**config.mk**
```make
export PLATFORM = sky130hd
export DESIGN_NAME = pfmux_port_pin_function_mux
export DESIGN_NICKNAME = d
export VERILOG_FILES = /design/src/pfmux_pkg.sv /design/src/pfmux_port_pin_function_mux.sv
export SDC_FILE = /design/constraint.sdc
export NUM_CORES = 1
export LEC_CHECK = 0
export BUFFER_PORTS_ARGS = -buffer_cell sky130_fd_sc_hd__buf_2
export CAP_MARGIN = 25
export CORE_MARGIN = 3
export CORE_UTILIZATION = 40
export DETAILED_ROUTE_END_ITERATION = 10
export GPL_TIMING_DRIVEN = 0
export MAX_ROUTING_LAYER = met4
export PLACE_DENSITY_LB_ADDON = 0.3
export SKIP_LAST_GASP = 1
export SYNTH_ARGS = -nofsm -noshare
export SYNTH_HDL_FRONTEND = slang
export SYNTH_SLANG_ARGS = --single-unit
```
**constraint.sdc**
```tcl
create_clock -name sys_clk -period 6.2 [get_ports sys_clk]
set_input_delay 0.93 -clock sys_clk [delete_from_list [all_inputs] [get_ports sys_clk]]
set_output_delay 0.93 -clock sys_clk [all_outputs]
set_load 0.005 [all_outputs]
```
**src/pfmux_pkg.sv**
```systemverilog
// How it works
// - Upper pins 5-7 carry wide data bits 13-15.
// - Config bit picks each aux pin's role.
// - Timer zero overflow gives one-cycle high pulse.
// - Split mode pulses on low-byte overflow.
// - Timer one pulse, split mode uses low byte.
// - Timer two overflow gives one-cycle pulse.
// - Serial zero data only in mode 0.
// - Serial one data only in mode 0.
// - Aux interrupt input captured on rising edge.
// - Trigger falling edge reloads timer two, when enabled.
// - Top aux pin drives wave address bit 8.
// - Read strobe polarity from polarity bit 3.
// - Write strobe polarity from polarity bit 2.
// - Ready pins zero/one shared with strobes by mode.
package pfmux_pkg;

  // ==========================================================================
  // Register map, byte-wide data.
  localparam int ADDR_W = 4;
  localparam int DATA_W = 8;
  localparam logic [3:0] OFS_IF_CONFIG = 4'h0;
  localparam logic [3:0] OFS_EP_FIFO_CONFIG = 4'h1;
  localparam logic [3:0] OFS_AUX_PORT_CONFIG = 4'h2;
  localparam logic [3:0] OFS_FIFO_PIN_POLARITY = 4'h3;
  localparam logic [3:0] OFS_TIMER_TWO_CONTROL = 4'h4;
  localparam logic [3:0] OFS_UPPER_OUT = 4'h5;
  localparam logic [3:0] OFS_UPPER_DIR = 4'h6;
  localparam logic [3:0] OFS_AUX_OUT = 4'h7;
  localparam logic [3:0] OFS_AUX_DIR = 4'h8;
  localparam logic [3:0] OFS_UPPER_PINS = 4'h9;
  localparam logic [3:0] OFS_AUX_PINS = 4'hA;
  localparam logic [3:0] OFS_IRQ_STATUS = 4'hB;
  localparam logic [3:0] OFS_IRQ_MASK = 4'hC;
  localparam logic [7:0] RESET_BYTE = 8'h00;

  // ==========================================================================
  // Field positions.
  localparam int WORDWIDE_BIT = 0;
  localparam int POL_READ_BIT = 3;
  localparam int POL_WRITE_BIT = 2;
  localparam int EXT_ENABLE_BIT = 3;
  localparam int IRQ_AUX_EDGE_BIT = 0;
  localparam int IRQ_RELOAD_BIT = 1;
  localparam int AUX_T0 = 0;
  localparam int AUX_T1 = 1;
  localparam int AUX_T2 = 2;
  localparam int AUX_SER0 = 3;
  localparam int AUX_SER1 = 4;
  localparam int AUX_INT = 5;
  localparam int AUX_TRIG = 6;
  localparam int AUX_ADDR8 = 7;
  localparam int UPPER_W = 3;

  // ==========================================================================
  // Modes.
  typedef enum logic [1:0] {
    PFMUX_IF_PORTS = 2'b00,
    PFMUX_IF_RSVD = 2'b01,
    PFMUX_IF_WAVE = 2'b10,
    PFMUX_IF_SLAVE = 2'b11
  } pfmux_if_mode_e;
  localparam logic [1:0] TIMER_MODE_SPLIT = 2'h3;
  localparam logic [1:0] SERIAL_MODE_SYNC = 2'h0;

  // ==========================================================================
  // Carriers.
  typedef struct packed {
    logic ovf;
    logic low_ovf;
    logic [1:0] mode;
  } pfmux_timer_s;

  typedef struct packed {
    logic [1:0] mode;
    logic tx;
  } pfmux_serial_s;

  typedef struct packed {
    logic [7:0] dout;
    logic [7:0] oe;
  } pfmux_aux_drive_s;

  typedef struct packed {
    logic [2:0] dout;
    logic [2:0] oe;
  } pfmux_upper_drive_s;

endpackage

```
**src/pfmux_port_pin_function_mux.sv**
```systemverilog
// Added by the designer: the placing of the registers and the address-and-strobe port.
`timescale 1ns/1ps
module pfmux_port_pin_function_mux
  import pfmux_pkg::*;
(
  input wire logic sys_clk,
  input wire logic rst,
  input wire logic [ADDR_W-1:0] reg_addr,
  input wire logic [DATA_W-1:0] reg_wdata,
  input wire logic reg_write,
  input wire logic reg_read,
  output logic [DATA_W-1:0] reg_rdata,
  output logic irq,
  input wire pfmux_timer_s timer_zero,
  input wire pfmux_timer_s timer_one,
  input wire logic timer_two_ovf,
  input wire pfmux_serial_s serial_zero,
  input wire pfmux_serial_s serial_one,
  input wire logic wave_addr8,
  input wire logic [UPPER_W-1:0] fifo_data_out,
  input wire logic [UPPER_W-1:0] fifo_data_oe,
  output logic [UPPER_W-1:0] fifo_data_in,
  input wire logic [UPPER_W-1:0] upper_port_pin_in,
  output pfmux_upper_drive_s upper_port_drive,
  input wire logic [7:0] aux_port_pin_in,
  output pfmux_aux_drive_s aux_port_drive,
  input wire logic [2:0] ready_pin_in,
  output logic [2:0] wave_ready,
  output logic slave_fifo_read_strobe,
  output logic slave_fifo_write_strobe,
  output logic aux_interrupt_request,
  output logic timer_two_reload
);

  // ==========================================================================
  // Registers.
  logic [1:0] interface_config;
  logic [7:0] endpoint_fifo_config;
  logic [7:0] aux_port_config;
  logic [7:0] fifo_pin_polarity;
  logic [7:0] timer_two_control;
  logic [UPPER_W-1:0] upper_out;
  logic [UPPER_W-1:0] upper_dir;
  logic [7:0] aux_out;
  logic [7:0] aux_dir;
  logic [1:0] irq_status;
  logic [1:0] irq_mask;
  logic [7:0] aux_pin_prev;
  logic [DATA_W-1:0] next_rdata;
  logic [1:0] irq_event;
  logic upper_is_bus;
  logic slave_mode;
  pfmux_aux_drive_s next_aux_drive;
  pfmux_upper_drive_s next_upper_drive;
  logic t0_src;
  logic t1_src;

  always_ff @(posedge sys_clk or posedge rst)
  begin
    if (rst)
    begin
      interface_config <= 2'h0;
      endpoint_fifo_config <= RESET_BYTE;
      aux_port_config <= RESET_BYTE;
      fifo_pin_polarity <= RESET_BYTE;
      timer_two_control <= RESET_BYTE;
      upper_out <= 3'h0;
      upper_dir <= 3'h0;
      aux_out <= RESET_BYTE;
      aux_dir <= RESET_BYTE;
      irq_mask <= 2'h0;
    end
    else if (reg_write)
    begin
      case (reg_addr)
        OFS_IF_CONFIG: interface_config <= reg_wdata[1:0];
        OFS_EP_FIFO_CONFIG: endpoint_fifo_config <= reg_wdata;
        OFS_AUX_PORT_CONFIG: aux_port_config <= reg_wdata;
        OFS_FIFO_PIN_POLARITY: fifo_pin_polarity <= reg_wdata;
        OFS_TIMER_TWO_CONTROL: timer_two_control <= reg_wdata;
        OFS_UPPER_OUT: upper_out <= reg_wdata[7:5];
        OFS_UPPER_DIR: upper_dir <= reg_wdata[7:5];
        OFS_AUX_OUT: aux_out <= reg_wdata;
        OFS_AUX_DIR: aux_dir <= reg_wdata;
        OFS_IRQ_MASK: irq_mask <= reg_wdata[1:0];
        default: ;
      endcase
    end
  end

  // Read data appears in the cycle after the strobe; unmapped reads give zero.
  always_comb
  begin
    next_rdata = RESET_BYTE;
    case (reg_addr)
      OFS_IF_CONFIG: next_rdata = {6'h00, interface_config};
      OFS_EP_FIFO_CONFIG: next_rdata = endpoint_fifo_config;
      OFS_AUX_PORT_CONFIG: next_rdata = aux_port_config;
      OFS_FIFO_PIN_POLARITY: next_rdata = fifo_pin_polarity;
      OFS_TIMER_TWO_CONTROL: next_rdata = timer_two_control;
      OFS_UPPER_OUT: next_rdata = {upper_out, 5'h00};
      OFS_UPPER_DIR: next_rdata = {upper_dir, 5'h00};
      OFS_AUX_OUT: next_rdata = aux_out;
      OFS_AUX_DIR: next_rdata = aux_dir;
      OFS_UPPER_PINS: next_rdata = {upper_port_pin_in, 5'h00};
      OFS_AUX_PINS: next_rdata = aux_port_pin_in;
      OFS_IRQ_STATUS: next_rdata = {6'h00, irq_status};
      OFS_IRQ_MASK: next_rdata = {6'h00, irq_mask};
      default: next_rdata = RESET_BYTE;
    endcase
  end

  always_ff @(posedge sys_clk or posedge rst)
  begin
    if (rst)
      reg_rdata <= RESET_BYTE;
    else if (reg_read)
      reg_rdata <= next_rdata;
    else
      reg_rdata <= RESET_BYTE;
  end

  // ==========================================================================
  // Input edge detection for the interrupt and reload roles.
  always_ff @(posedge sys_clk or posedge rst)
  begin
    if (rst)
      aux_pin_prev <= RESET_BYTE;
    else
      aux_pin_prev <= aux_port_pin_in;
  end

  always_ff @(posedge sys_clk or posedge rst)
  begin
    if (rst)
    begin
      aux_interrupt_request <= 1'b0;
      timer_two_reload <= 1'b0;
    end
    else
    begin
      aux_interrupt_request <= aux_port_config[AUX_INT] & aux_port_pin_in[AUX_INT] & ~aux_pin_prev[AUX_INT];
      timer_two_reload <= aux_port_config[AUX_TRIG] & timer_two_control[EXT_ENABLE_BIT]
        & ~aux_port_pin_in[AUX_TRIG] & aux_pin_prev[AUX_TRIG];
    end
  end

  // ==========================================================================
  // Interrupt status, set wins over a write-one clear.
  assign irq_event[IRQ_AUX_EDGE_BIT] = aux_interrupt_request;
  assign irq_event[IRQ_RELOAD_BIT] = timer_two_reload;

  always_ff @(posedge sys_clk or posedge rst)
  begin
    if (rst)
      irq_status <= 2'h0;
    else if (reg_write && reg_addr == OFS_IRQ_STATUS)
      irq_status <= (irq_status & ~reg_wdata[1:0]) | irq_event;
    else
      irq_status <= irq_status | irq_event;
  end

  assign irq = |(irq_status & irq_mask);

  // ==========================================================================
  // Auxiliary port pin functions.
  // split mode uses the low-byte overflow.
  assign t0_src = (timer_zero.mode == TIMER_MODE_SPLIT) ? timer_zero.low_ovf : timer_zero.ovf;
  assign t1_src = (timer_one.mode == TIMER_MODE_SPLIT) ? timer_one.low_ovf : timer_one.ovf;

  always_comb
  begin
    // plain port unless the config bit is set.
    next_aux_drive.dout = aux_out;
    next_aux_drive.oe = aux_dir;
    if (aux_port_config[AUX_T0])
    begin
      next_aux_drive.dout[AUX_T0] = t0_src;
      next_aux_drive.oe[AUX_T0] = 1'b1;
    end
    if (aux_port_config[AUX_T1])
    begin
      next_aux_drive.dout[AUX_T1] = t1_src;
      next_aux_drive.oe[AUX_T1] = 1'b1;
    end
    if (aux_port_config[AUX_T2])
    begin
      next_aux_drive.dout[AUX_T2] = timer_two_ovf;
      next_aux_drive.oe[AUX_T2] = 1'b1;
    end
    if (aux_port_config[AUX_SER0])
    begin
      next_aux_drive.dout[AUX_SER0] = (serial_zero.mode == SERIAL_MODE_SYNC) ? serial_zero.tx : 1'b1;
      next_aux_drive.oe[AUX_SER0] = 1'b1;
    end
    if (aux_port_config[AUX_SER1])
    begin
      next_aux_drive.dout[AUX_SER1] = (serial_one.mode == SERIAL_MODE_SYNC) ? serial_one.tx : 1'b1;
      next_aux_drive.oe[AUX_SER1] = 1'b1;
    end
    // Input roles release the pin.
    if (aux_port_config[AUX_INT])
      next_aux_drive.oe[AUX_INT] = 1'b0;
    if (aux_port_config[AUX_TRIG])
      next_aux_drive.oe[AUX_TRIG] = 1'b0;
    if (aux_port_config[AUX_ADDR8])
    begin
      next_aux_drive.dout[AUX_ADDR8] = wave_addr8;
      next_aux_drive.oe[AUX_ADDR8] = 1'b1;
    end
  end

  // ==========================================================================
  // Upper port pins 5 to 7.
  assign upper_is_bus = (interface_config != PFMUX_IF_PORTS) & endpoint_fifo_config[WORDWIDE_BIT];

  always_comb
  begin
    // wide bus bits or plain port.
    if (upper_is_bus)
    begin
      next_upper_drive.dout = fifo_data_out;
      next_upper_drive.oe = fifo_data_oe;
    end
    else
    begin
      next_upper_drive.dout = upper_out;
      next_upper_drive.oe = upper_dir;
    end
  end

  always_ff @(posedge sys_clk or posedge rst)
  begin
    if (rst)
    begin
      aux_port_drive <= '0;
      upper_port_drive <= '0;
      fifo_data_in <= 3'h0;
    end
    else
    begin
      aux_port_drive <= next_aux_drive;
      upper_port_drive <= next_upper_drive;
      fifo_data_in <= upper_is_bus ? upper_port_pin_in : 3'h0;
    end
  end

  // ==========================================================================
  // Ready pins and slave strobes.
  assign slave_mode = (interface_config == PFMUX_IF_SLAVE);
  assign wave_ready = {ready_pin_in[2], slave_mode ? 2'b00 : ready_pin_in[1:0]};
  assign slave_fifo_read_strobe = slave_mode & ~(ready_pin_in[0] ^ fifo_pin_polarity[POL_READ_BIT]);
  assign slave_fifo_write_strobe = slave_mode & ~(ready_pin_in[1] ^ fifo_pin_polarity[POL_WRITE_BIT]);
endmodule // pfmux_port_pin_function_mux

```
==> qor.csv, run 1 <==
stage,metric,value,unit
logic_synthesis,Synth warnings,0,
sta,Max Slew Vio Count,0,
cts,clock-pin slew on the worst setup and hold paths,0.09,ns
setup_path,Worst EP required,5.27,ns
cells_and_area,share of cells above drive strength 1,0.463,
logic_synthesis,synthesized net count,396,
cts,Max H-tree Level,3,
placement,RePlAce Congestion,0.863,
sta,slew margin rel.,0.474,
floorplan,Die Width,110,microns
cts,clk sinks,97,
placement,post-detail-place hpwl,7.96,mm
logic_synthesis,Most used DFF post-synth,dfrtp_1,
global_routing,number of global-route vias before repair,3328,
power,leakage,2.46,nW
logic_synthesis,Post-Synthesis Cells,344,
floorplan,Initial Utilization,0.417,
power,Worst VDD drop,0.000109,V
cells_and_area,antenna diode count,0,
setup_path,Worst Setup Start Kind,primary input,
logic_synthesis,synthesis-stage register bit count,97,
cells_and_area,area delta synth->final,19.6,%
sta,RSZ-0062 raised after global routing,no,
cts,CTS Buf Count,9,
sta,crit share post-route,0.373,
sta,Clock Skew,0.0101,ns
detailed_routing,DRT Pass-1 Iters,4,
detailed_routing,number of remaining DRC errors,0,
detailed_routing,starting DRC count in detailed routing,165,
cts,CTS tree,done,
logic_synthesis,register area share after synthesis,0.556,
cts,CTS resizes,0,
setup_path,critical-path maximum fanout,2,
logic_synthesis,Post-synth EDFFs,0,
worst_hold_path,Tightest Hold Check Type,flip-flop to flip-flop,
floorplan,IO Count,93,
power,PD cells,310,nW/um^2
run,max-cap viol count,0,
sta,fin crit period,2.31,ns
cts,buffer levels on the longest clock path,2,
global_routing,total grt overflow,0,
logic_synthesis,Post-Syn Area,4360,sq um
detailed_routing,drt wl/cell,19.4,microns
outcome,status,"finished, final reports clean",
sta,WHS,0.398,ns
sta,setup violators final,0,
sta,Worst-Margin Slew,0.784,ns
cts,clock root buffer,clkbuf_8,
cells_and_area,Filler cells,973,
global_routing,first-pass GRT wire length,18.5,mm
floorplan,full die area,12200,sq um
logic_synthesis,unique cell type count in the Yosys netlist,54,
setup_path,Critical Path AT,1.38,ns
global_routing,initial antenna violation count,0,
setup_path,critical path capture point type,output port,
cells_and_area,most frequent cells in the layout,"98 x buf_2, 97 x dfrtp_1, 72 x mux2_2",
detailed_routing,Final ANT Viol Nets,0,
detailed_routing,detailed-route via count,3207,
cells_and_area,Nets,498,
floorplan,Core Footprint,10500,sq um
placement,port bufs,90,
cells_and_area,"commonest non-fill, non-tap cell in the layout",buf_2,
logic_synthesis,"Avg Cell Area, Syn",12.7,sq um
setup_path,Crit Path Class,primary input to output port,
cells_and_area,sequential cell area,2430,sq um
cts,Hold Buf Count CTS,0,
global_routing,Tot GR Track Use,0.200,
sta,Max Clock Freq,0.432,GHz
cells_and_area,multi-input gate area in the final layout,1800,sq um
detailed_routing,WL final,11.4,mm
power,total power,1.62,mW
floorplan,die height,110,microns
cells_and_area,Final Non-Filler Cells,587,
sta,Final Hold Viols,0,
placement,placed cells,571,
sta,Fin Setup TNS,0,ns
cts,Clock Latency Late Sink,0.38,ns
cts,postcts setup bufs,0,
detailed_routing,Via density,5.46,
logic_synthesis,post-synthesis async set-or-reset flop share,1.00,
floorplan,Rows,37,
global_routing,pin count of the biggest net entering global routing,53,
-- routing by layer --
layer	global-route usage	wire, microns
met5	-	0
met4	0.0780	185
met3	0.0312	564
met2	0.309	5610
met1	0.265	5040
-- cell type report --
cell class,count,share of cell area
Clock buffer,11,0.0271
Tap cell,136,0.0326
Buffer,18,0.0209
Sequential cell,97,0.465
Inverter,6,0.00479
Clock inverter,5,0.0125
Timing Repair Buffer,91,0.0916
Multi-Input combinational cell,223,0.346
-- metrics by stage --
| stage | util | area (sq um) | worst slack [ns] |
|---|---|---|---|
| 3_5_place_dp | 0.479 | 5010 | 3.57 |
| 6_report | 0.499 | 5220 | 3.89 |
| 4_1_cts | 0.499 | 5220 | 3.88 |
| 2_1_floorplan | - | 4360 | 2.74 |
| 5_1_grt | 0.499 | 5220 | 3.84 |
| 3_3_place_gp | 0.476 | 4980 | 1.64 |
-- cells in the mapped netlist, drive strengths merged (3+ instances only) --
cell type	number	area share
mux2i	7	0.016
and2	4	0.0057
a31oi	3	0.0043
and3	5	0.0072
nand2	17	0.016
nand4	6	0.0086
nor3	5	0.0083
o22ai	3	0.0043
mux2	72	0.19
buf	15	0.022
nand2b	3	0.0043
nor2b	9	0.013
a32oi	3	0.0060
a22oi	4	0.0069
nand3	8	0.0092
nor2	15	0.014
a21o	4	0.0069
dfrtp	97	0.56
inv	6	0.0052
a21oi	10	0.011
o31a	3	0.0060
or2	6	0.0086
o21ai	5	0.0057
clkbuf	3	0.0029
-- cells by family (layout without fill, tap and decap cells) --
family                    after synthesis  count (layout)  synth area share
DFF                                    97              97             0.556
xor gates and xnor gates                2               2           0.00402
AOI/OAI and AO/OA                      51              51            0.0832
buffers and inverters                  24             131            0.0301
muxes                                  80              80             0.207
and+or+nand+nor                        90              90             0.119
-- final timing paths --
path / end / depth (start not counted) / slack, ns / start
max: slave_fifo_read_strobe / 4 / 3.89 / ready_pin_in[0]
min: aux_interrupt_request / 1 / 0.40 / aux_pin_prev[5]
max reg2reg: upper_port_drive[2] / 2 / 4.60 / interface_config[1]
min reg2reg: aux_interrupt_request / 1 / 0.40 / aux_pin_prev[5]
max in group asynchronous: aux_port_config[3] / 3 / 4.93 / rst
min in group asynchronous: aux_port_drive[13] / 2 / 0.61 / rst
-- where the power goes --
group,switching (mW),internal (mW)
combinational,0.142,0.189
sequential,0.0868,0.772
clock,0.226,0.201
-- critical path, cell delays in order --
cell	delay [ns]
buf_2	0.11
xor2_1	0.13
nor2_1	0.09
buf_2	0.13
-- state kept, by name, indices dropped and copies added (netlist names) --
register and flops:
aux_pin_prev 2, aux_port_drive 16, endpoint_fifo_config 8, upper_port_drive 6, aux_port_config 8, upper_out 3, timer_two_reload 1, interface_config 2
upper_dir 3, irq_mask 2, fifo_pin_polarity 8, fifo_data_in 3, timer_two_control 8, aux_dir 8, reg_rdata 8, aux_interrupt_request 1
irq_status 2, aux_out 8
Power figures use the tool's default switching activity.
==> run 2: changes to the inputs <==
==> constraint.sdc (replaced) <==
create_clock -name sys_clk -period 2.42 [get_ports sys_clk]
set_input_delay 0.363 -clock sys_clk [delete_from_list [all_inputs] [get_ports sys_clk]]
set_output_delay 0.363 -clock sys_clk [all_outputs]
set_load 0.005 [all_outputs]
==> run 2 against run 1 <==
- global-route usage is 0.56 points lower
- combinational power grew to 2.6 times the previous value
- sequential cell count stayed put
- clock skew is 0.0010 ns lower
- sequential power grew to 2.6 times the previous value
- die area stayed put
- design area is 1.3% higher
- power grew to 2.7 times the previous value
- clock power grew to 3.1 times the previous value
- highest routed layer unchanged
==> qor.csv, run 2 (same netlist as run 1, synthesis figures left out) <==
stage,metric,value,unit
outcome,status,"finished, final reports clean",
cts,clock root buffer,clkbuf_8,
global_routing,first-pass GRT wire length,18.1,mm
placement,post-detail-place hpwl,7.97,mm
global_routing,total grt overflow,0,
global_routing,M2 GR Usage,0.300,
cts,CTS resizes,0,
power,leakage,2.49,nW
cells_and_area,share of cells above drive strength 1,0.466,
cells_and_area,Largest Register,aux_port_drive,
cts,clock-pin slew on the worst setup and hold paths,0.10,ns
setup_path,origin of the worst setup path,reg_addr[2],
sta,Final Hold Viols,0,
placement,RePlAce Congestion,0.868,
global_routing,initial antenna violation count,0,
sta,fin crit period,1.67,ns
cells_and_area,Final Non-Filler Cells,589,
setup_path,Critical Path AT,1.89,ns
cts,buffer levels on the longest clock path,2,
detailed_routing,drt wl/cell,19.2,microns
setup_path,Worst EP required,2.64,ns
floorplan,full die area,12200,sq um
sta,crit share post-route,0.690,
sta,Fin Setup TNS,0,ns
floorplan,Initial Utilization,0.417,
cts,Max H-tree Level,3,
sta,Final WS setup,0.751,ns
global_routing,met3 Track Usage GR,0.0351,
cells_and_area,antenna diode count,0,
cells_and_area,final instance area,5290,sq um
sta,Max Slew Vio Count,0,
sta,Max Clock Freq,0.599,GHz
floorplan,Core Footprint,10500,sq um
cells_and_area,max reg flops,16,
detailed_routing,number of remaining DRC errors,0,
setup_path,critical path capture point type,flip-flop,
detailed_routing,DRT Pass-1 Iters,5,
power,PD cells,821,nW/um^2
cts,CTS Buf Count,9,
setup_path,Crit Path Class,primary input to flip-flop,
setup_path,r2r startpoint,interface_config[1],
global_routing,pin count of the biggest net entering global routing,44,
cells_and_area,Filler cells,980,
floorplan,IO Count,93,
run,max-cap viol count,0,
global_routing,Top Usage Layer GRT,met2,
detailed_routing,Via density,5.44,
global_routing,Tot GR Track Use,0.194,
cells_and_area,most frequent cells in the layout,"98 x buf_2, 97 x dfrtp_1, 72 x mux2_2",
detailed_routing,Final ANT Viol Nets,0,
sta,slew margin rel.,0.491,
cells_and_area,multi-input gate area in the final layout,1800,sq um
detailed_routing,starting DRC count in detailed routing,236,
sta,Worst-Margin Slew,0.759,ns
worst_hold_path,Hold Crit Start,aux_port_pin_in[6],
worst_hold_path,Tightest Hold Check Type,primary input to flip-flop,
setup_path,critical-path maximum fanout,10,
cells_and_area,area delta synth->final,21.2,%
cts,clk sinks,97,
cts,CTS tree,done,
sta,setup violators final,0,
power,total power,4.34,mW
cells_and_area,"commonest non-fill, non-tap cell in the layout",buf_2,
detailed_routing,WL final,11.3,mm
power,Worst VDD drop,0.000347,V
placement,port bufs,90,
placement,pre-CTS WS,0.369,ns
cts,Clock Latency Late Sink,0.36,ns
sta,Clock Skew,0.00911,ns
cells_and_area,Nets,500,
global_routing,number of global-route vias before repair,3326,
detailed_routing,detailed-route via count,3203,
floorplan,Die Width,110,microns
floorplan,Rows,37,
sta,RSZ-0062 raised after global routing,no,
global_routing,M1 GR Usage,0.262,
sta,WHS,0.151,ns
placement,placed cells,572,
floorplan,die height,110,microns
setup_path,Worst Setup Start Kind,primary input,
placement,Placement Cell Area,5030,sq um
cells_and_area,sequential cell area,2430,sq um
cells_and_area,"Core Util, Final",0.505,
run 2: changes by cell type in the layout (fill, tap and decap cells not counted), sizes merged:
cell and delta:
buf +1, bufinv +2, clkbuf -1, clkinv -2, clkinvlp +1, dlygate4sd3 +1
run 2: layout make-up:
cell class                 count  share of cell area
timing repair buffer          93              0.0947
buffer                        18              0.0206
inverter                       6             0.00497
multi-input combinational    223               0.341
tap                          136              0.0322
sequential                    97               0.459
clock inverter                 6              0.0213
clock buffer                  10              0.0260
run 2: what timing repair did:
item                      in CTS  in global routing
buffers inserted               0                  0
hold buffers                   1                  0
hold endpoints to repair      13                  0
run 2: critical path: stages:
cell and delay, ns:
buf_2 0.10, buf_6 0.13, buf_2 0.28, buf_2 0.31, nand2_1 0.10, o21ai_0 0.47
a21oi_1 0.13
run 2: power breakdown:
group / total (mW) / switching [mW] / internal, mW
combinational: 0.849 / 0.361 / 0.488
sequential: 2.20 / 0.216 / 1.98
clock: 1.30 / 0.579 / 0.719
total: 4.34 / 1.16 / 3.19
run 2: final timing paths:
| kind | cells after the start | slack, ns | to |
|---|---|---|---|
| worst max-delay path | 7 | 0.75 | reg_rdata[2] |
| worst min-delay path | 1 | 0.15 | aux_pin_prev[6] |
| worst max register to register | 2 | 0.82 | upper_port_drive[1] |
| worst min register to register | 1 | 0.40 | aux_interrupt_request |
| max in group asynchronous | 4 | 1.34 | fifo_pin_polarity[5] |
| min in group asynchronous | 3 | 0.54 | aux_port_config[1] |
run 2: per-layer routing:
metal,vias to the layer above,share of wire
met2,112,0.48
met4,0,0.019
met1,1608,0.44
met3,22,0.057
li1,1461,-
met5,-,0
